**src/rtl/bhs_pkg.sv**
```systemverilog
// Package: offsets, field layout and constants for the bridge header status/class registers
package bhs_pkg;

  // ****************************************
  // Register offsets (byte addresses)
  // ****************************************
  localparam logic [7:0] BHS_OFF_CMD_STATUS = 8'h04;
  localparam logic [7:0] BHS_OFF_REV_CLASS  = 8'h08;
  localparam logic [7:0] BHS_OFF_CLS_LAT    = 8'h0C;

  // ****************************************
  // Primary status field positions (word bits)
  // ****************************************
  localparam int BHS_ST_PARITY_DET  = 31;
  localparam int BHS_ST_SIG_SERR    = 30;
  localparam int BHS_ST_RCV_MABORT  = 29;
  localparam int BHS_ST_RCV_TABORT  = 28;
  localparam int BHS_ST_SIG_TABORT  = 27;
  localparam int BHS_ST_DATA_PARITY = 24;
  localparam int BHS_ST_FAST_B2B    = 23;
  localparam int BHS_ST_CAP_66MHZ   = 21;
  localparam int BHS_ST_CAP_LIST    = 20;

  localparam logic [1:0] BHS_DEVSEL_MEDIUM = 2'h1;
  localparam logic       BHS_CAP_66MHZ_VAL = 1'b1;
  localparam logic       BHS_CAP_LIST_VAL  = 1'b0;

  // ****************************************
  // Class code and revision
  // ****************************************
  localparam logic [7:0] BHS_BASE_CLASS = 8'h06;
  localparam logic [7:0] BHS_SUB_CLASS  = 8'h04;
  localparam logic [7:0] BHS_PROG_IF    = 8'h00;
  // Arbitrary neutral revision value
  localparam logic [7:0] BHS_REVISION_DEFAULT = 8'h01;

  // ****************************************
  // Cache line size / latency timer
  // ****************************************
  localparam logic [7:0] BHS_CLS_RESET     = 8'h00;
  localparam logic [4:0] BHS_LAT_RESET     = 5'h00;
  localparam logic [2:0] BHS_LAT_LOW_FIXED = 3'h0;
  localparam int         BHS_CLS_BIT_32DW  = 5;
  localparam int         BHS_CLS_BIT_16DW  = 4;
  localparam int         BHS_CLS_BIT_8DW   = 3;
  localparam int         BHS_CLS_BIT_4DW   = 2;
  localparam logic [5:0] BHS_DW_32 = 6'h20;
  localparam logic [5:0] BHS_DW_16 = 6'h10;
  localparam logic [5:0] BHS_DW_8  = 6'h08;
  localparam logic [5:0] BHS_DW_4  = 6'h04;
  localparam logic [5:0] BHS_DW_NONE = 6'h00;

  // Error events from primary-side transaction logic, one-cycle pulses
  typedef struct packed {
    logic parity_det;
    logic sig_serr;
    logic rcv_mabort;
    logic rcv_tabort;
    logic sig_tabort;
    logic data_parity;
  } bhs_events_t;

  // Register bus request
  typedef struct packed {
    logic [7:0]  addr;
    logic [31:0] wdata;
    logic        wr;
    logic        rd;
  } bhs_bus_req_t;

endpackage

```
**src/rtl/bhs_regs.sv**
```systemverilog
// Primary status, revision/class, cache line size and primary latency timer registers
//
// Notes on behaviour
// [RULE1] Bit 31 sets on parity error, write-one clears
// [RULE2] Bit 30 sets when system error driven
// [RULE3] Bit 29 sets on received master abort
// [RULE4] Bit 28 sets on received target abort
// [RULE5] Bit 27 sets on signalled target abort
// [RULE6] Bits 26:25 read fixed 01, medium decode
// [RULE7] Bit 24 sets on data parity error
// [RULE8] Bit 23 reads 0 PCI-X, 1 conventional
// [RULE9] Bit 21 always reads 1, 66MHz capable
// [RULE10] Bit 20 reads 0, no capability list
// [RULE11] Bits 22 and 19:16 read zero
// [RULE12] Revision byte read-only at 08h bits 7:0
// [RULE13] Base class 06h in bits 31:24
// [RULE14] Sub-class 04h in bits 23:16
// [RULE15] Programming interface reads zero
// [RULE16] Writable cache line size, conventional mode only; writes are stored in PCI-X mode too, only cache_line_valid is gated
// [RULE17] One-hot decode: 32, 16, 8, 4 doublewords
// [RULE18] Software writes zero to bits 7:6, 1:0
// [RULE19] Latency timer bits 15:11 writable
// [RULE20] Latency timer bits 10:8 hardwired zero
// [RULE21] Write-one-clear bits read current state
// [RULE22] Zero writes keep; read-only writes discarded
//
// Implementation choice: the plain strobed port.
module bhs_regs
  import bhs_pkg::*;
#(
  parameter logic [7:0] REVISION = BHS_REVISION_DEFAULT
) (
  input  wire logic         core_clk,
  input  wire logic         rst,
  input  wire bhs_bus_req_t bus_req,
  input  wire bhs_events_t  events,
  input  wire logic         pcix_mode,
  output logic [31:0]       rdata,
  output logic [5:0]        cache_line_dwords,
  output logic              cache_line_valid,
  output logic [7:0]        latency_timer
);

  // ****************************************
  // State
  // ****************************************
  logic [31:0] rdata_q;
  logic        st_parity_det;
  logic        st_sig_serr;
  logic        st_rcv_mabort;
  logic        st_rcv_tabort;
  logic        st_sig_tabort;
  logic        st_data_parity;
  logic [7:0]  cls;
  logic [4:0]  lat_hi;
  logic [5:0]  cls_dw_q;
  logic        cls_valid_q;

  // ****************************************
  // Decode
  // ****************************************
  // A strobe picks one word; the bus never raises write and read together
  function automatic logic addr_hit(input logic       strobe,
                                    input logic [7:0] addr,
                                    input logic [7:0] offset);
    addr_hit = strobe && (addr == offset);
  endfunction

  wire logic        wr_status = addr_hit(bus_req.wr, bus_req.addr, BHS_OFF_CMD_STATUS);
  wire logic        wr_cls    = addr_hit(bus_req.wr, bus_req.addr, BHS_OFF_CLS_LAT);
  wire logic        rd_status = addr_hit(bus_req.rd, bus_req.addr, BHS_OFF_CMD_STATUS);
  wire logic        rd_class  = addr_hit(bus_req.rd, bus_req.addr, BHS_OFF_REV_CLASS);
  wire logic        rd_cls    = addr_hit(bus_req.rd, bus_req.addr, BHS_OFF_CLS_LAT);
  wire logic [31:0] wd        = bus_req.wdata;

  // Write-one-clear: a pending event wins over a clear in the same cycle
  function automatic logic w1c_next(input logic cur, input logic set, input logic clr);
    w1c_next = set | (cur & ~clr);
  endfunction

  // ****************************************
  // Flag: address or data parity error seen
  // ****************************************
  // Raised by the primary-side parity checker
  // A level on the event input keeps the flag set for as long as it stands
  wire logic set_parity_det  = events.parity_det;
  wire logic clr_parity_det  = wr_status & wd[BHS_ST_PARITY_DET];
  wire logic next_parity_det = w1c_next(st_parity_det, set_parity_det,
                                        clr_parity_det);          // [RULE1] [RULE21] [RULE22]

  always_ff @(posedge core_clk or posedge rst) begin
    if (rst) begin
      st_parity_det <= 1'b0;
    end else begin
      st_parity_det <= next_parity_det;
    end
  end

  // ****************************************
  // Flag: system error driven
  // ****************************************
  // Raised when the primary side drives its system error line
  // Only a written one clears it, so software cannot lose a new report
  wire logic set_sig_serr  = events.sig_serr;
  wire logic clr_sig_serr  = wr_status & wd[BHS_ST_SIG_SERR];
  wire logic next_sig_serr = w1c_next(st_sig_serr, set_sig_serr,
                                      clr_sig_serr);              // [RULE2]

  always_ff @(posedge core_clk or posedge rst) begin
    if (rst) begin
      st_sig_serr <= 1'b0;
    end else begin
      st_sig_serr <= next_sig_serr;
    end
  end

  // ****************************************
  // Flag: own transaction ended by master abort
  // ****************************************
  // Raised by the primary-side master when no target claimed its cycle
  // Same set and clear timing as every other flag
  wire logic set_rcv_mabort  = events.rcv_mabort;
  wire logic clr_rcv_mabort  = wr_status & wd[BHS_ST_RCV_MABORT];
  wire logic next_rcv_mabort = w1c_next(st_rcv_mabort, set_rcv_mabort,
                                        clr_rcv_mabort);          // [RULE3]

  always_ff @(posedge core_clk or posedge rst) begin
    if (rst) begin
      st_rcv_mabort <= 1'b0;
    end else begin
      st_rcv_mabort <= next_rcv_mabort;
    end
  end

  // ****************************************
  // Flag: own transaction ended by target abort
  // ****************************************
  // Raised by the primary-side master when the target aborted its cycle
  // Same set and clear timing as every other flag
  wire logic set_rcv_tabort  = events.rcv_tabort;
  wire logic clr_rcv_tabort  = wr_status & wd[BHS_ST_RCV_TABORT];
  wire logic next_rcv_tabort = w1c_next(st_rcv_tabort, set_rcv_tabort,
                                        clr_rcv_tabort);          // [RULE4]

  always_ff @(posedge core_clk or posedge rst) begin
    if (rst) begin
      st_rcv_tabort <= 1'b0;
    end else begin
      st_rcv_tabort <= next_rcv_tabort;
    end
  end

  // ****************************************
  // Flag: target abort signalled as target
  // ****************************************
  // Raised by the primary-side target when it aborts a cycle itself
  // Cleared on reset like its neighbours, for a uniform view after reset
  wire logic set_sig_tabort  = events.sig_tabort;
  wire logic clr_sig_tabort  = wr_status & wd[BHS_ST_SIG_TABORT];
  wire logic next_sig_tabort = w1c_next(st_sig_tabort, set_sig_tabort,
                                        clr_sig_tabort);          // [RULE5]

  always_ff @(posedge core_clk or posedge rst) begin
    if (rst) begin
      st_sig_tabort <= 1'b0;
    end else begin
      st_sig_tabort <= next_sig_tabort;
    end
  end

  // ****************************************
  // Flag: data parity error seen
  // ****************************************
  // Raised by the primary-side data phase checker
  // Same set and clear timing as every other flag
  wire logic set_data_parity  = events.data_parity;
  wire logic clr_data_parity  = wr_status & wd[BHS_ST_DATA_PARITY];
  wire logic next_data_parity = w1c_next(st_data_parity, set_data_parity,
                                         clr_data_parity);        // [RULE7]

  always_ff @(posedge core_clk or posedge rst) begin
    if (rst) begin
      st_data_parity <= 1'b0;
    end else begin
      st_data_parity <= next_data_parity;
    end
  end

  // ****************************************
  // Cache line size
  // ****************************************
  // One-hot size decode; illegal or zero patterns give no usable line size
  function automatic logic [5:0] cls_decode(input logic [7:0] v);
    unique case (v)
      8'h20:   cls_decode = BHS_DW_32;
      8'h10:   cls_decode = BHS_DW_16;
      8'h08:   cls_decode = BHS_DW_8;
      8'h04:   cls_decode = BHS_DW_4;
      default: cls_decode = BHS_DW_NONE;
    endcase
  endfunction

  // Unsupported bits are stored as written; software is expected to keep them zero
  wire logic [7:0] next_cls    = wr_cls ? wd[7:0] : cls;        // [RULE16] [RULE18]
  wire logic [5:0] next_cls_dw = cls_decode(next_cls);          // [RULE17]
  // Line size only steers bursts and prefetch in conventional mode
  wire logic next_cls_valid = (next_cls_dw != BHS_DW_NONE) && !pcix_mode; // [RULE16]

  always_ff @(posedge core_clk or posedge rst) begin
    if (rst) begin
      cls <= BHS_CLS_RESET;
    end else begin
      cls <= next_cls;
    end
  end

  always_ff @(posedge core_clk or posedge rst) begin
    if (rst) begin
      cls_dw_q <= BHS_DW_NONE;
    end else begin
      cls_dw_q <= next_cls_dw;
    end
  end

  always_ff @(posedge core_clk or posedge rst) begin
    if (rst) begin
      cls_valid_q <= 1'b0;
    end else begin
      cls_valid_q <= next_cls_valid;
    end
  end

  // ****************************************
  // Primary latency timer
  // ****************************************
  // Low three bits never store anything, so the timer moves in steps of eight
  logic [7:0]      lat_q;
  wire logic [4:0] next_lat_hi = wr_cls ? wd[15:11] : lat_hi;          // [RULE19]
  wire logic [7:0] next_lat    = {next_lat_hi, BHS_LAT_LOW_FIXED};     // [RULE20]

  always_ff @(posedge core_clk or posedge rst) begin
    if (rst) begin
      lat_hi <= BHS_LAT_RESET;
    end else begin
      lat_hi <= next_lat_hi;
    end
  end

  always_ff @(posedge core_clk or posedge rst) begin
    if (rst) begin
      lat_q <= {BHS_LAT_RESET, BHS_LAT_LOW_FIXED};
    end else begin
      lat_q <= next_lat;
    end
  end

  // ****************************************
  // Status word
  // ****************************************
  // The low half belongs to the command register, which lives elsewhere
  wire logic [15:0] st_cmd_half  = 16'h0000;
  wire logic [1:0]  st_devsel    = BHS_DEVSEL_MEDIUM;    // [RULE6]
  wire logic        st_fast_b2b  = ~pcix_mode;           // [RULE8]
  wire logic        st_cap_66mhz = BHS_CAP_66MHZ_VAL;    // [RULE9]
  wire logic        st_cap_list  = BHS_CAP_LIST_VAL;     // [RULE10]

  logic [31:0] status_word;
  always_comb begin
    status_word = 32'h0000_0000;                             // [RULE11]
    status_word[15:0]               = st_cmd_half;
    status_word[BHS_ST_PARITY_DET]  = st_parity_det;         // [RULE21]
    status_word[BHS_ST_SIG_SERR]    = st_sig_serr;
    status_word[BHS_ST_RCV_MABORT]  = st_rcv_mabort;
    status_word[BHS_ST_RCV_TABORT]  = st_rcv_tabort;
    status_word[BHS_ST_SIG_TABORT]  = st_sig_tabort;
    status_word[BHS_ST_DATA_PARITY] = st_data_parity;
    status_word[26:25]              = st_devsel;
    status_word[BHS_ST_FAST_B2B]    = st_fast_b2b;
    status_word[BHS_ST_CAP_66MHZ]   = st_cap_66mhz;
    status_word[BHS_ST_CAP_LIST]    = st_cap_list;
  end

  // ****************************************
  // Revision and class code word
  // ****************************************
  // Read-only words have no storage, so writes to them do nothing
  wire logic [7:0]  rev_field  = REVISION;           // [RULE12]
  wire logic [7:0]  prog_if    = BHS_PROG_IF;        // [RULE15]
  wire logic [7:0]  sub_class  = BHS_SUB_CLASS;      // [RULE14]
  wire logic [7:0]  base_class = BHS_BASE_CLASS;     // [RULE13]
  wire logic [31:0] class_word = {base_class, sub_class, prog_if, rev_field}; // [RULE22]

  // ****************************************
  // Line size and latency word
  // ****************************************
  // The upper half holds header type and self-test, which live elsewhere
  wire logic [15:0] cls_word_hi = 16'h0000;
  wire logic [31:0] cls_word    = {cls_word_hi, lat_hi, BHS_LAT_LOW_FIXED, cls}; // [RULE20]

  // ****************************************
  // Read mux
  // ****************************************
  // Read data is zero outside the cycle after a read and for unmapped words
  logic [31:0] next_rdata;
  always_comb begin
    next_rdata = 32'h0000_0000;
    unique case (1'b1)
      rd_status: next_rdata = status_word;
      rd_class:  next_rdata = class_word;
      rd_cls:    next_rdata = cls_word;
      default:   next_rdata = 32'h0000_0000;
    endcase
  end

  always_ff @(posedge core_clk or posedge rst) begin
    if (rst) begin
      rdata_q <= 32'h0000_0000;
    end else begin
      rdata_q <= next_rdata;
    end
  end

  // ****************************************
  // Outputs
  // ****************************************
  // Every output is a register, so nothing combinational leaves the block
  assign rdata             = rdata_q;
  assign cache_line_dwords = cls_dw_q;
  assign cache_line_valid  = cls_valid_q;
  assign latency_timer     = lat_q;

endmodule

```
**config.mk**
```make
export PLATFORM = sky130hd
export DESIGN_NAME = bhs_regs
export DESIGN_NICKNAME = d
export VERILOG_FILES = /design/src/rtl/bhs_pkg.sv /design/src/rtl/bhs_regs.sv
export SDC_FILE = /design/constraint.sdc
export NUM_CORES = 1
export LEC_CHECK = 0
export BUFFER_PORTS_ARGS = -buffer_cell sky130_fd_sc_hd__buf_2
export CAP_MARGIN = 20
export CORE_MARGIN = 2
export CORE_UTILIZATION = 48
export DETAILED_ROUTE_END_ITERATION = 6
export GPL_TIMING_DRIVEN = 0
export PLACE_DENSITY = 0.84
export SETUP_SLACK_MARGIN = 0.5
export SLEW_MARGIN = 25
export SYNTH_ARGS = -nofsm -noshare
export SYNTH_HDL_FRONTEND = slang
export SYNTH_SLANG_ARGS = --single-unit
```
**constraint.sdc**
```tcl
create_clock -name core_clk -period 3.3 [get_ports core_clk]
set_input_delay 0.495 -clock core_clk [delete_from_list [all_inputs] [get_ports core_clk]]
set_output_delay 0.495 -clock core_clk [all_outputs]
set_load 0.05 [all_outputs]
```
==> results of run 1 <==
worst max-delay path by stage:
| stage | slack, ns | end | startpoint |
|---|---|---|---|
| 6_report | 1.17 | cache_line_dwords[4] | bus_req[39] |
| 5_1_grt | 1.09 | st_rcv_mabort | bus_req[39] |
| 4_1_cts | 1.18 | cache_line_dwords[4] | bus_req[39] |
| 3_5_place_dp | 0.87 | st_parity_det | bus_req[39] |
| 3_3_place_gp | 0.81 | rdata[25] | bus_req[39] |
| 2_1_floorplan | 1.11 | cache_line_dwords[4] | bus_req[39] |
critical path, stage by stage:
cell     delay (ns)
buf_2          0.10
or4_4          0.55
or4_1          0.47
buf_2          0.19
buf_2          0.20
o41ai_2        0.32
Yosys cell counts (all sizes together):
master,instances
and2,18
o41ai,1
inv,4
clkbuf,1
nand3,1
xor2,1
o21ai,2
o31ai,1
buf,18
nor4,3
or2,2
or4,4
nor2,4
a21o,7
nor3,3
nand2,9
nor2b,1
o311ai,1
nor4b,3
a21oi,3
a211o,1
conb,1
mux2i,1
xnor2,1
or3b,3
nand4,1
mux2,12
o211ai,1
dfrtp,47
nand3b,3
metrics by stage:
| step | power, mW | hold WS, ns | cell area [um^2] | setup WS, ns | utilization, % |
|---|---|---|---|---|---|
| floorplan | 0.710 | 0.441 | 1990 | 1.11 | - |
| global placement | 0.749 | 0.452 | 2410 | 0.814 | 61.2 |
| detailed placement | 0.755 | 0.457 | 2440 | 0.870 | 61.8 |
| CTS | 1.12 | 0.153 | 2540 | 1.18 | 64.4 |
| global route | 1.16 | 0.173 | 2540 | 1.09 | 64.4 |
| finish | 1.11 | 0.146 | 2540 | 1.17 | 64.4 |
registers in the layout, summed over array words and instances, names as in the netlist:
| name | cells |
|---|---|
| st_sig_serr | 1 |
| st_data_parity | 1 |
| rdata | 23 |
| cls | 8 |
| st_parity_det | 1 |
| cache_line_dwords | 4 |
| st_rcv_tabort | 1 |
| latency_timer | 5 |
| st_sig_tabort | 1 |
| st_rcv_mabort | 1 |
| cache_line_valid | 1 |
layout make-up:
class                           instances  area (um^2)
Sequential cell                        47         1180
Fill cell                             333         1410
Multi-Input combinational cell        100          678
Clock buffer                            8          100
Inverter                                4         15.0
Tap cell                               50         62.6
Timing Repair Buffer                   72          375
Buffer                                 19          130
routing by layer:
layer / track usage, % / wire, um / vias up
met5: 0 / 0 / -
met4: 10.5 / 81 / 0
met3: 4.83 / 229 / 10
met2: 30.0 / 1980 / 54
met1: 20.4 / 1440 / 678
li1: - / - / 694
where the power goes:
| part | leakage (nW) | internal, mW | switching (mW) |
|---|---|---|---|
| Sequential | 0.622 | 0.586 | 0.00795 |
| Combinational | 0.727 | 0.0515 | 0.0979 |
| Clock | 0.0515 | 0.191 | 0.177 |
layout by cell type, fill, tap and decap left out, drive strengths merged:
cell type and count:
a211o 1, a21o 7, a21oi 3, and2 18
buf 90, clkbuf 9, conb 13, dfrtp 47
inv 4, mux2 12, mux2i 1, nand2 9
nand3 1, nand3b 3, nand4 1, nor2 4
nor2b 1, nor3 3, nor4 3, nor4b 3
o211ai 1, o21ai 2, o311ai 1, o31ai 1
o41ai 1, or2 2, or3b 3, or4 4
xnor2 1, xor2 1
logic make-up after synthesis:
| kind of cell | count (synthesis) | synth area share, % |
|---|---|---|
| buffers and inverters | 23 | 7.45 |
| and+or+nand+nor | 55 | 17.1 |
| other | 1 | 0.192 |
| xor gates and xnor gates | 2 | 0.899 |
| AOI/OAI and AO/OA | 17 | 6.49 |
| DFF | 47 | 60.4 |
| muxes | 13 | 7.45 |
==> impl_metrics.toml, run 1 <==
[grt]
grt_start_max_net_pins = 34
antenna_found_initial = 0
grt_pass1_wl_um = 5950
grt_usage_pct = 17.9
grt-ovfl-total = 0
grt_pass1_vias = 1384

[critical_path]
rr_worst_depth = 4
r2r_end = "cache_line_dwords[3]"
cp_max_fo = 10
cp-end-kind = "register"
cp.arrival_ns = 2.32
startpoint_type = "input port"
worstSetupPathType = "input port to register"
r2r-start = "cls[6]"
worstPathRequired_ns = 3.49
ff2ff_setup_slack_ns = 1.82

[timing]
fmax_mhz = 470
skew_ns = 0.00302
post-route-min-period_ns = 2.13
worstMarginPinSlew_ns = 0.960
period_share_pct = 64.5
slew_headroom_pct = 35.4
slew_viol_final = 0
hold_violations = 0
rsz0062_at_grt = "false"
final-setup-viol-count = 0
finalSetupTns_ns = 0

[die]
core-area_um2 = 3940
dieArea_um2 = 4580
die_x_um = 67.7
ios = 98
initial_core_util_pct = 49.4
fp-row-count = 23
die_h_um = 67.7

[power_and_ir_drop]
irDropWorstVdd_mv = 0.257
p_leak_nw = 1.40
power_density_nw_per_um2 = 438

[finish]
num_antenna_cells = 0
drive_gt1_share_pct = 46.0
area_growth_pct = 30.3
stdcell_count = 300
nNetsFinal = 300

[synth]
synth_cells = 158
synth_area_leaders = "dfrtp_1 (60%), mux2_2 (6.9%), and2_1 (5.8%)"
syn_avg_cell_area_um2 = 12.3
ys_warn_count = 0
yosys.area.top_type = "dfrtp_1"
synth_cell_types = 34
netlist_area_um2 = 1950
ys_ff_latch = 47
synth_top_area_share_pct = 60.4
ys_seq_area_share_pct = 60.4

[clocking]
cts_resized = 0
clock_path_buffers = 2
ctsHtreeMaxLevel = 2
cts_buffers = 5
numClockSinks = 47
clock-root-buffer = "clkbuf_8"
path_clk_slew_ns = 0.08
clk_latency_ns = 0.29
post-cts-setup-buffer-count = 0
ctsHoldBuffers = 0
tritoncts = "built"

[drt]
drc = 0
drt_wl_total_um = 3740
postRouteAntennaNets = 0
first_pass_iters = 4
wire_per_inst_um = 12.5
vias_per_cell = 4.79
drtIter0Drc = 102
via_count = 1436

[placed_design]
place_inst = 292
io_buffers = 71
gp_congestion = 0.887
hpwl_um = 2820

[run]
maxCapViolations = 0

[status]
outcome = "complete, no violations"

[worst_hold_path]
hold_class = "input port to async pin"
(Power assumes the default switching activity.)
==> run 2, diff against run 1 <==
--- a/config.mk
+++ b/config.mk
@@ -8,10 +8,10 @@
 export BUFFER_PORTS_ARGS = -buffer_cell sky130_fd_sc_hd__buf_2
 export CAP_MARGIN = 20
 export CORE_MARGIN = 2
-export CORE_UTILIZATION = 48
+export CORE_UTILIZATION = 45
 export DETAILED_ROUTE_END_ITERATION = 6
 export GPL_TIMING_DRIVEN = 0
-export PLACE_DENSITY = 0.84
+export PLACE_DENSITY = 0.79
 export SETUP_SLACK_MARGIN = 0.5
 export SLEW_MARGIN = 25
 export SYNTH_ARGS = -nofsm -noshare
==> constraint.sdc (replaced) <==
create_clock -name core_clk -period 2 [get_ports core_clk]
set_input_delay 0.3 -clock core_clk [delete_from_list [all_inputs] [get_ports core_clk]]
set_output_delay 0.3 -clock core_clk [all_outputs]
set_load 0.05 [all_outputs]
==> impl_metrics.toml, run 2 (same netlist as run 1, synthesis figures left out) <==
[clocking]
clk_latency_ns = 0.29
path_clk_slew_ns = 0.09
cts_buffers = 5
tritoncts = "built"
clock_path_buffers = 2
clock-root-buffer = "clkbuf_8"
ctsHtreeMaxLevel = 2
numClockSinks = 47
ctsHoldBuffers = 0

[timing]
post-route-min-period_ns = 1.85
hold_violations = 4
slew_viol_final = 0
worstMarginPinSlew_ns = 0.697
period_share_pct = 92.3
holdWs_ns = -0.00343
fmax_mhz = 542
skew_ns = 0.00760
slew_headroom_pct = 53.4
final-setup-viol-count = 0
rsz0062_at_grt = "true"
finalSetupTns_ns = 0

[die]
die_x_um = 69.8
ios = 98
dieArea_um2 = 4870
fp-row-count = 23
core-area_um2 = 4090
die_h_um = 69.8
initial_core_util_pct = 47.7

[power_and_ir_drop]
p_leak_nw = 1.45
power.total_mw = 1.81
power_density_nw_per_um2 = 671
irDropWorstVdd_mv = 0.342

[critical_path]
path_delay_family = "simple AND/OR/NAND/NOR gates"
slowest_delay_ns = 0.54
cp_max_fo = 6
cp-end-kind = "register"
worstPathBufferInverterCount = 2
worstSetupPathType = "input port to register"
cp.arrival_ns = 2.07
worstPathRequired_ns = 2.22
slowest_stage = "or4_4"
startpoint_type = "input port"
crit_chain = "buf_6 > or4_4 > or4_4 > buf_6 > or3b_1 > a21oi_2"

[status]
violations = "hold timing"
outcome = "complete, but fails checks"

[drt]
first_pass_iters = 4
postRouteAntennaNets = 0
vias_per_cell = 4.73
drt_wl_total_um = 3770
wire_per_inst_um = 12.4
via_count = 1438
drc = 0
drtIter0Drc = 89

[placed_design]
hpwl_um = 2800
gp_congestion = 0.846
placed_area_um2 = 2460
io_buffers = 71

[finish]
largest_reg_flops = 23
final_cell_mix = "buf_2 (69), dfrtp_1 (47), and2_1 (18)"
final_common_cell = "buf_2"
stdcell_area_um2 = 2690
nNetsFinal = 304
num_antenna_cells = 0
drive_gt1_share_pct = 52.0
area_growth_pct = 38.2

[grt]
antenna_found_initial = 0
met1_usage_pct = 18.2
grt_usage_pct = 15.6
met2_usage_pct = 27.2
globalRouteMet3Util_pct = 5.38
top_usage_layer = "met2"
grt_pass1_wl_um = 5970
grt_pass1_vias = 1301
grt-ovfl-total = 0
grt_start_max_net_pins = 29

[worst_hold_path]
hold_class = "input port to async pin"

[run]
maxCapViolations = 0
run 2: cell types whose count changed in the layout (fill, tap and decap cells not counted), sizes merged:
cell / previous run / this run
buf: 90 / 94
clkbuf: 9 / 6
clkinv: 0 / 2
inv: 4 / 5
run 2: worst paths after layout:
check | cells after the start | to | slack (ns) | startpoint
max in group asynchronous | 3 | cache_line_valid | 1.50 | rst
setup reg to reg | 4 | cache_line_valid | 0.37 | cls[3]
setup / recovery | 6 | cache_line_dwords[3] | 0.15 | bus_req[40]
hold / removal | 2 | rdata[14] | -0.003 | rst
min in group core_clk | 2 | cache_line_valid | 0.18 | pcix_mode
hold reg to reg | 1 | st_rcv_mabort | 0.48 | st_rcv_mabort
run 2: layout make-up:
type | count | area [um^2]
Inverter | 4 | 15.0
Multi-Input combinational cell | 100 | 769
Tap cell | 50 | 62.6
Fill cell | 335 | 1390
Clock buffer | 5 | 68.8
Buffer | 19 | 156
Timing Repair Buffer | 76 | 425
Sequential cell | 47 | 1180
Clock inverter | 3 | 18.8
run 2: what timing repair did:
item / in CTS / in global routing
endpoints found under the hold margin: 0 / 0
setup buffers: 1 / 3
endpoints found under the setup margin: 42 / 43
cloned: 0 / 0
resized for setup: 11 / 13
pin swaps: 3 / 15
run 2: report_power, final:
| group | total, mW | internal (mW) | switching, mW |
|---|---|---|---|
| clock network | 0.552 | 0.246 | 0.306 |
| logic | 0.275 | 0.0985 | 0.176 |
| registers | 0.981 | 0.968 | 0.0131 |
run 2: layer usage:
layer  share of wire [%]  routed length (um)
met2                  51                1940
met3                 7.3                 274
met4                0.85                  32
met1                  40                1530
met5                   0                   0
run 2: per-stage QoR:
| stage | hold slack (ns) | setup slack, ns | utilization, % | instances |
|---|---|---|---|---|
| 2_1_floorplan | 0.363 | 0.00590 | - | 170 |
| 3_3_place_gp | 0.451 | -0.296 | 59.5 | 291 |
| 3_5_place_dp | 0.325 | -0.240 | 60.2 | 292 |
| 4_1_cts | 0.00876 | 0.151 | 63.5 | 301 |
| 5_1_grt | 0.0261 | 0.124 | 65.9 | 304 |
| 6_report | -0.00343 | 0.154 | 65.9 | 304 |
==> run 3, diff against run 2 <==
--- a/config.mk
+++ b/config.mk
@@ -12,6 +12,7 @@
 export DETAILED_ROUTE_END_ITERATION = 6
 export GPL_TIMING_DRIVEN = 0
 export PLACE_DENSITY = 0.79
+export REMOVE_ABC_BUFFERS = 1
 export SETUP_SLACK_MARGIN = 0.5
 export SLEW_MARGIN = 25
 export SYNTH_ARGS = -nofsm -noshare
==> impl_metrics.toml, run 3 (same netlist as run 1, synthesis figures left out) <==
[status]
outcome = "complete, no violations"

[power_and_ir_drop]
power.total_mw = 1.83
p_clk_share_pct = 33.0
power_density_nw_per_um2 = 715
power.switching_mw = 0.473
seqPwrFrac_pct = 53.6
p_comb_share_pct = 13.4
p_leak_nw = 1.38
switching_share_pct = 25.8
irDropWorstVdd_mv = 0.426
p_int_mw = 1.36

[critical_path]
path_delay_family = "simple AND/OR/NAND/NOR gates"
ff2ff_setup_slack_ns = 0.45
crit_chain = "buf_6 > or4_4 > or4_4 > or3b_1 > a21oi_2"
startpoint_type = "input port"
crit_end = "cache_line_dwords[3]"
crit_path_frequent_cell = "or4_4"
crit_start = "bus_req[40]"
r2r_end = "cache_line_valid"
rr_worst_depth = 4
slowest_stage = "or4_4"
cp_max_fo = 7
cp-end-kind = "register"
r2r-start = "cls[3]"
cp.arrival_ns = 2.01
worstPathRequired_ns = 2.23
worstPathBufferInverterCount = 1
worst-path-stages = 5
slowest_delay_ns = 0.56
worstSetupPathType = "input port to register"

[grt]
grt-ovfl-total = 0
grt_pass1_vias = 1296
met2_usage_pct = 24.0
antenna_found_initial = 0
grt_pass1_wl_um = 5910
globalRouteMet3Util_pct = 8.43
top_usage_layer = "met2"
grt_usage_pct = 15.3
grt_start_max_net_pins = 26
met1_usage_pct = 18.6

[finish]
fillers = 313
nNetsFinal = 289
area_growth_pct = 31.5
seq_area_um2 = 1180
drive_gt1_share_pct = 48.1
largest_reg_flops = 23
num_antenna_cells = 0
final_cell_mix = "buf_2 (70), dfrtp_1 (47), and2_1 (18)"
final_common_cell = "buf_2"
stdcell_area_um2 = 2560
multi_input_area_um2 = 777

[clocking]
clock_path_buffers = 2
path_clk_slew_ns = 0.08
clock-root-buffer = "clkbuf_8"
clk_latency_ns = 0.29
ctsHtreeMaxLevel = 2
ctsHoldBuffers = 0
numClockSinks = 47
tritoncts = "built"
cts_buffers = 5

[placed_design]
io_buffers = 71
post-place-ws_ns = -0.628
hpwl_um = 2560
placed_area_um2 = 2310
gp_congestion = 0.712

[drt]
via_count = 1430
vias_per_cell = 4.95
drc = 0
wire_per_inst_um = 13.4
drt_wl_total_um = 3870
first_pass_iters = 4
drtIter0Drc = 91
postRouteAntennaNets = 0

[timing]
period_share_pct = 89.0
hold_violations = 0
slew_viol_final = 0
fmax_mhz = 562
layout_setup_ws_ns = 0.220
post-route-min-period_ns = 1.78
worstMarginPinSlew_ns = 0.611
slew_headroom_pct = 58.7
final-setup-viol-count = 0
rsz0062_at_grt = "true"
skew_ns = 0.00163

[die]
ios = 98
die_x_um = 69.8
initial_core_util_pct = 47.7
fp-row-count = 23
die_h_um = 69.8
core-area_um2 = 4090
dieArea_um2 = 4870

[run]
maxCapViolations = 0

[worst_hold_path]
hold_class = "input port to async pin"
[run 3: cell types whose count changed in the layout (fill, tap and decap cells not counted), sizes merged]
cell	change
buf	-17
clkbuf	+2
clkinv	-2
or4	+2
inv	-1
nor2	+1
[run 3: how the worst min path moves through the flow]
stage	start	endpoint	slack, ns	cells past startpoint
floorplan	pcix_mode	cache_line_valid	0.36	1
global placement	st_parity_det	st_parity_det	0.45	1
detailed placement	rst	rdata[23]	0.36	2
CTS	rst	rdata[23]	0.04	2
global route	rst	rdata[23]	0.06	2
finish	rst	rdata[23]	0.04	2
[run 3: final cells by class]
cell class	instances	area share, %
inverters	4	0.586
flip-flops and latches	47	45.9
well taps	50	2.44
multi-input cells	103	30.3
repair buffers	77	16.8
clock buffers	8	3.91
[run 3: worst reg2reg max path, stage by stage (launching register included)]
cell and delay, ns:
dfrtp_1 0.48, xnor2_1 0.20, nor3_1 0.06, o311ai_0 0.57, a21oi_2 0.12
[run 3: layer usage]
metal / vias up / wire length [um]
met2: 71 / 1770
li1: 682 / -
met3: 8 / 427
met5: - / 0
met4: 0 / 63
met1: 669 / 1600
[run 3: power groups by stage]
| stage | registers, mW | logic [mW] | clock network (mW) |
|---|---|---|---|
| 2_1_floorplan | 1.04 | 0.114 | 0 |
| 3_3_place_gp | 1.00 | 0.215 | 0 |
| 3_5_place_dp | 1.00 | 0.226 | 0 |
| 4_1_cts | 0.982 | 0.237 | 0.621 |
| 5_1_grt | 0.986 | 0.262 | 0.667 |
| 6_report | 0.983 | 0.245 | 0.604 |
[run 3: stage by stage]
step / hold WS, ns / util (%) / instances / TNS (ns)
6_report: 0.0378 / 62.7 / 289 / 0
5_1_grt: 0.0620 / 62.7 / 289 / 0
4_1_cts: 0.0392 / 60.9 / 286 / 0
3_5_place_dp: 0.361 / 56.6 / 273 / -10.89
3_3_place_gp: 0.450 / 55.8 / 272 / -11.13
2_1_floorplan: 0.363 / - / 151 / -2.75
[run 3: timing repair]
action	in CTS	in global routing
endpoints found under the setup margin	45	46
pin swaps	6	7
cloned	1	2
resized for setup	9	9
buffers inserted	4	1
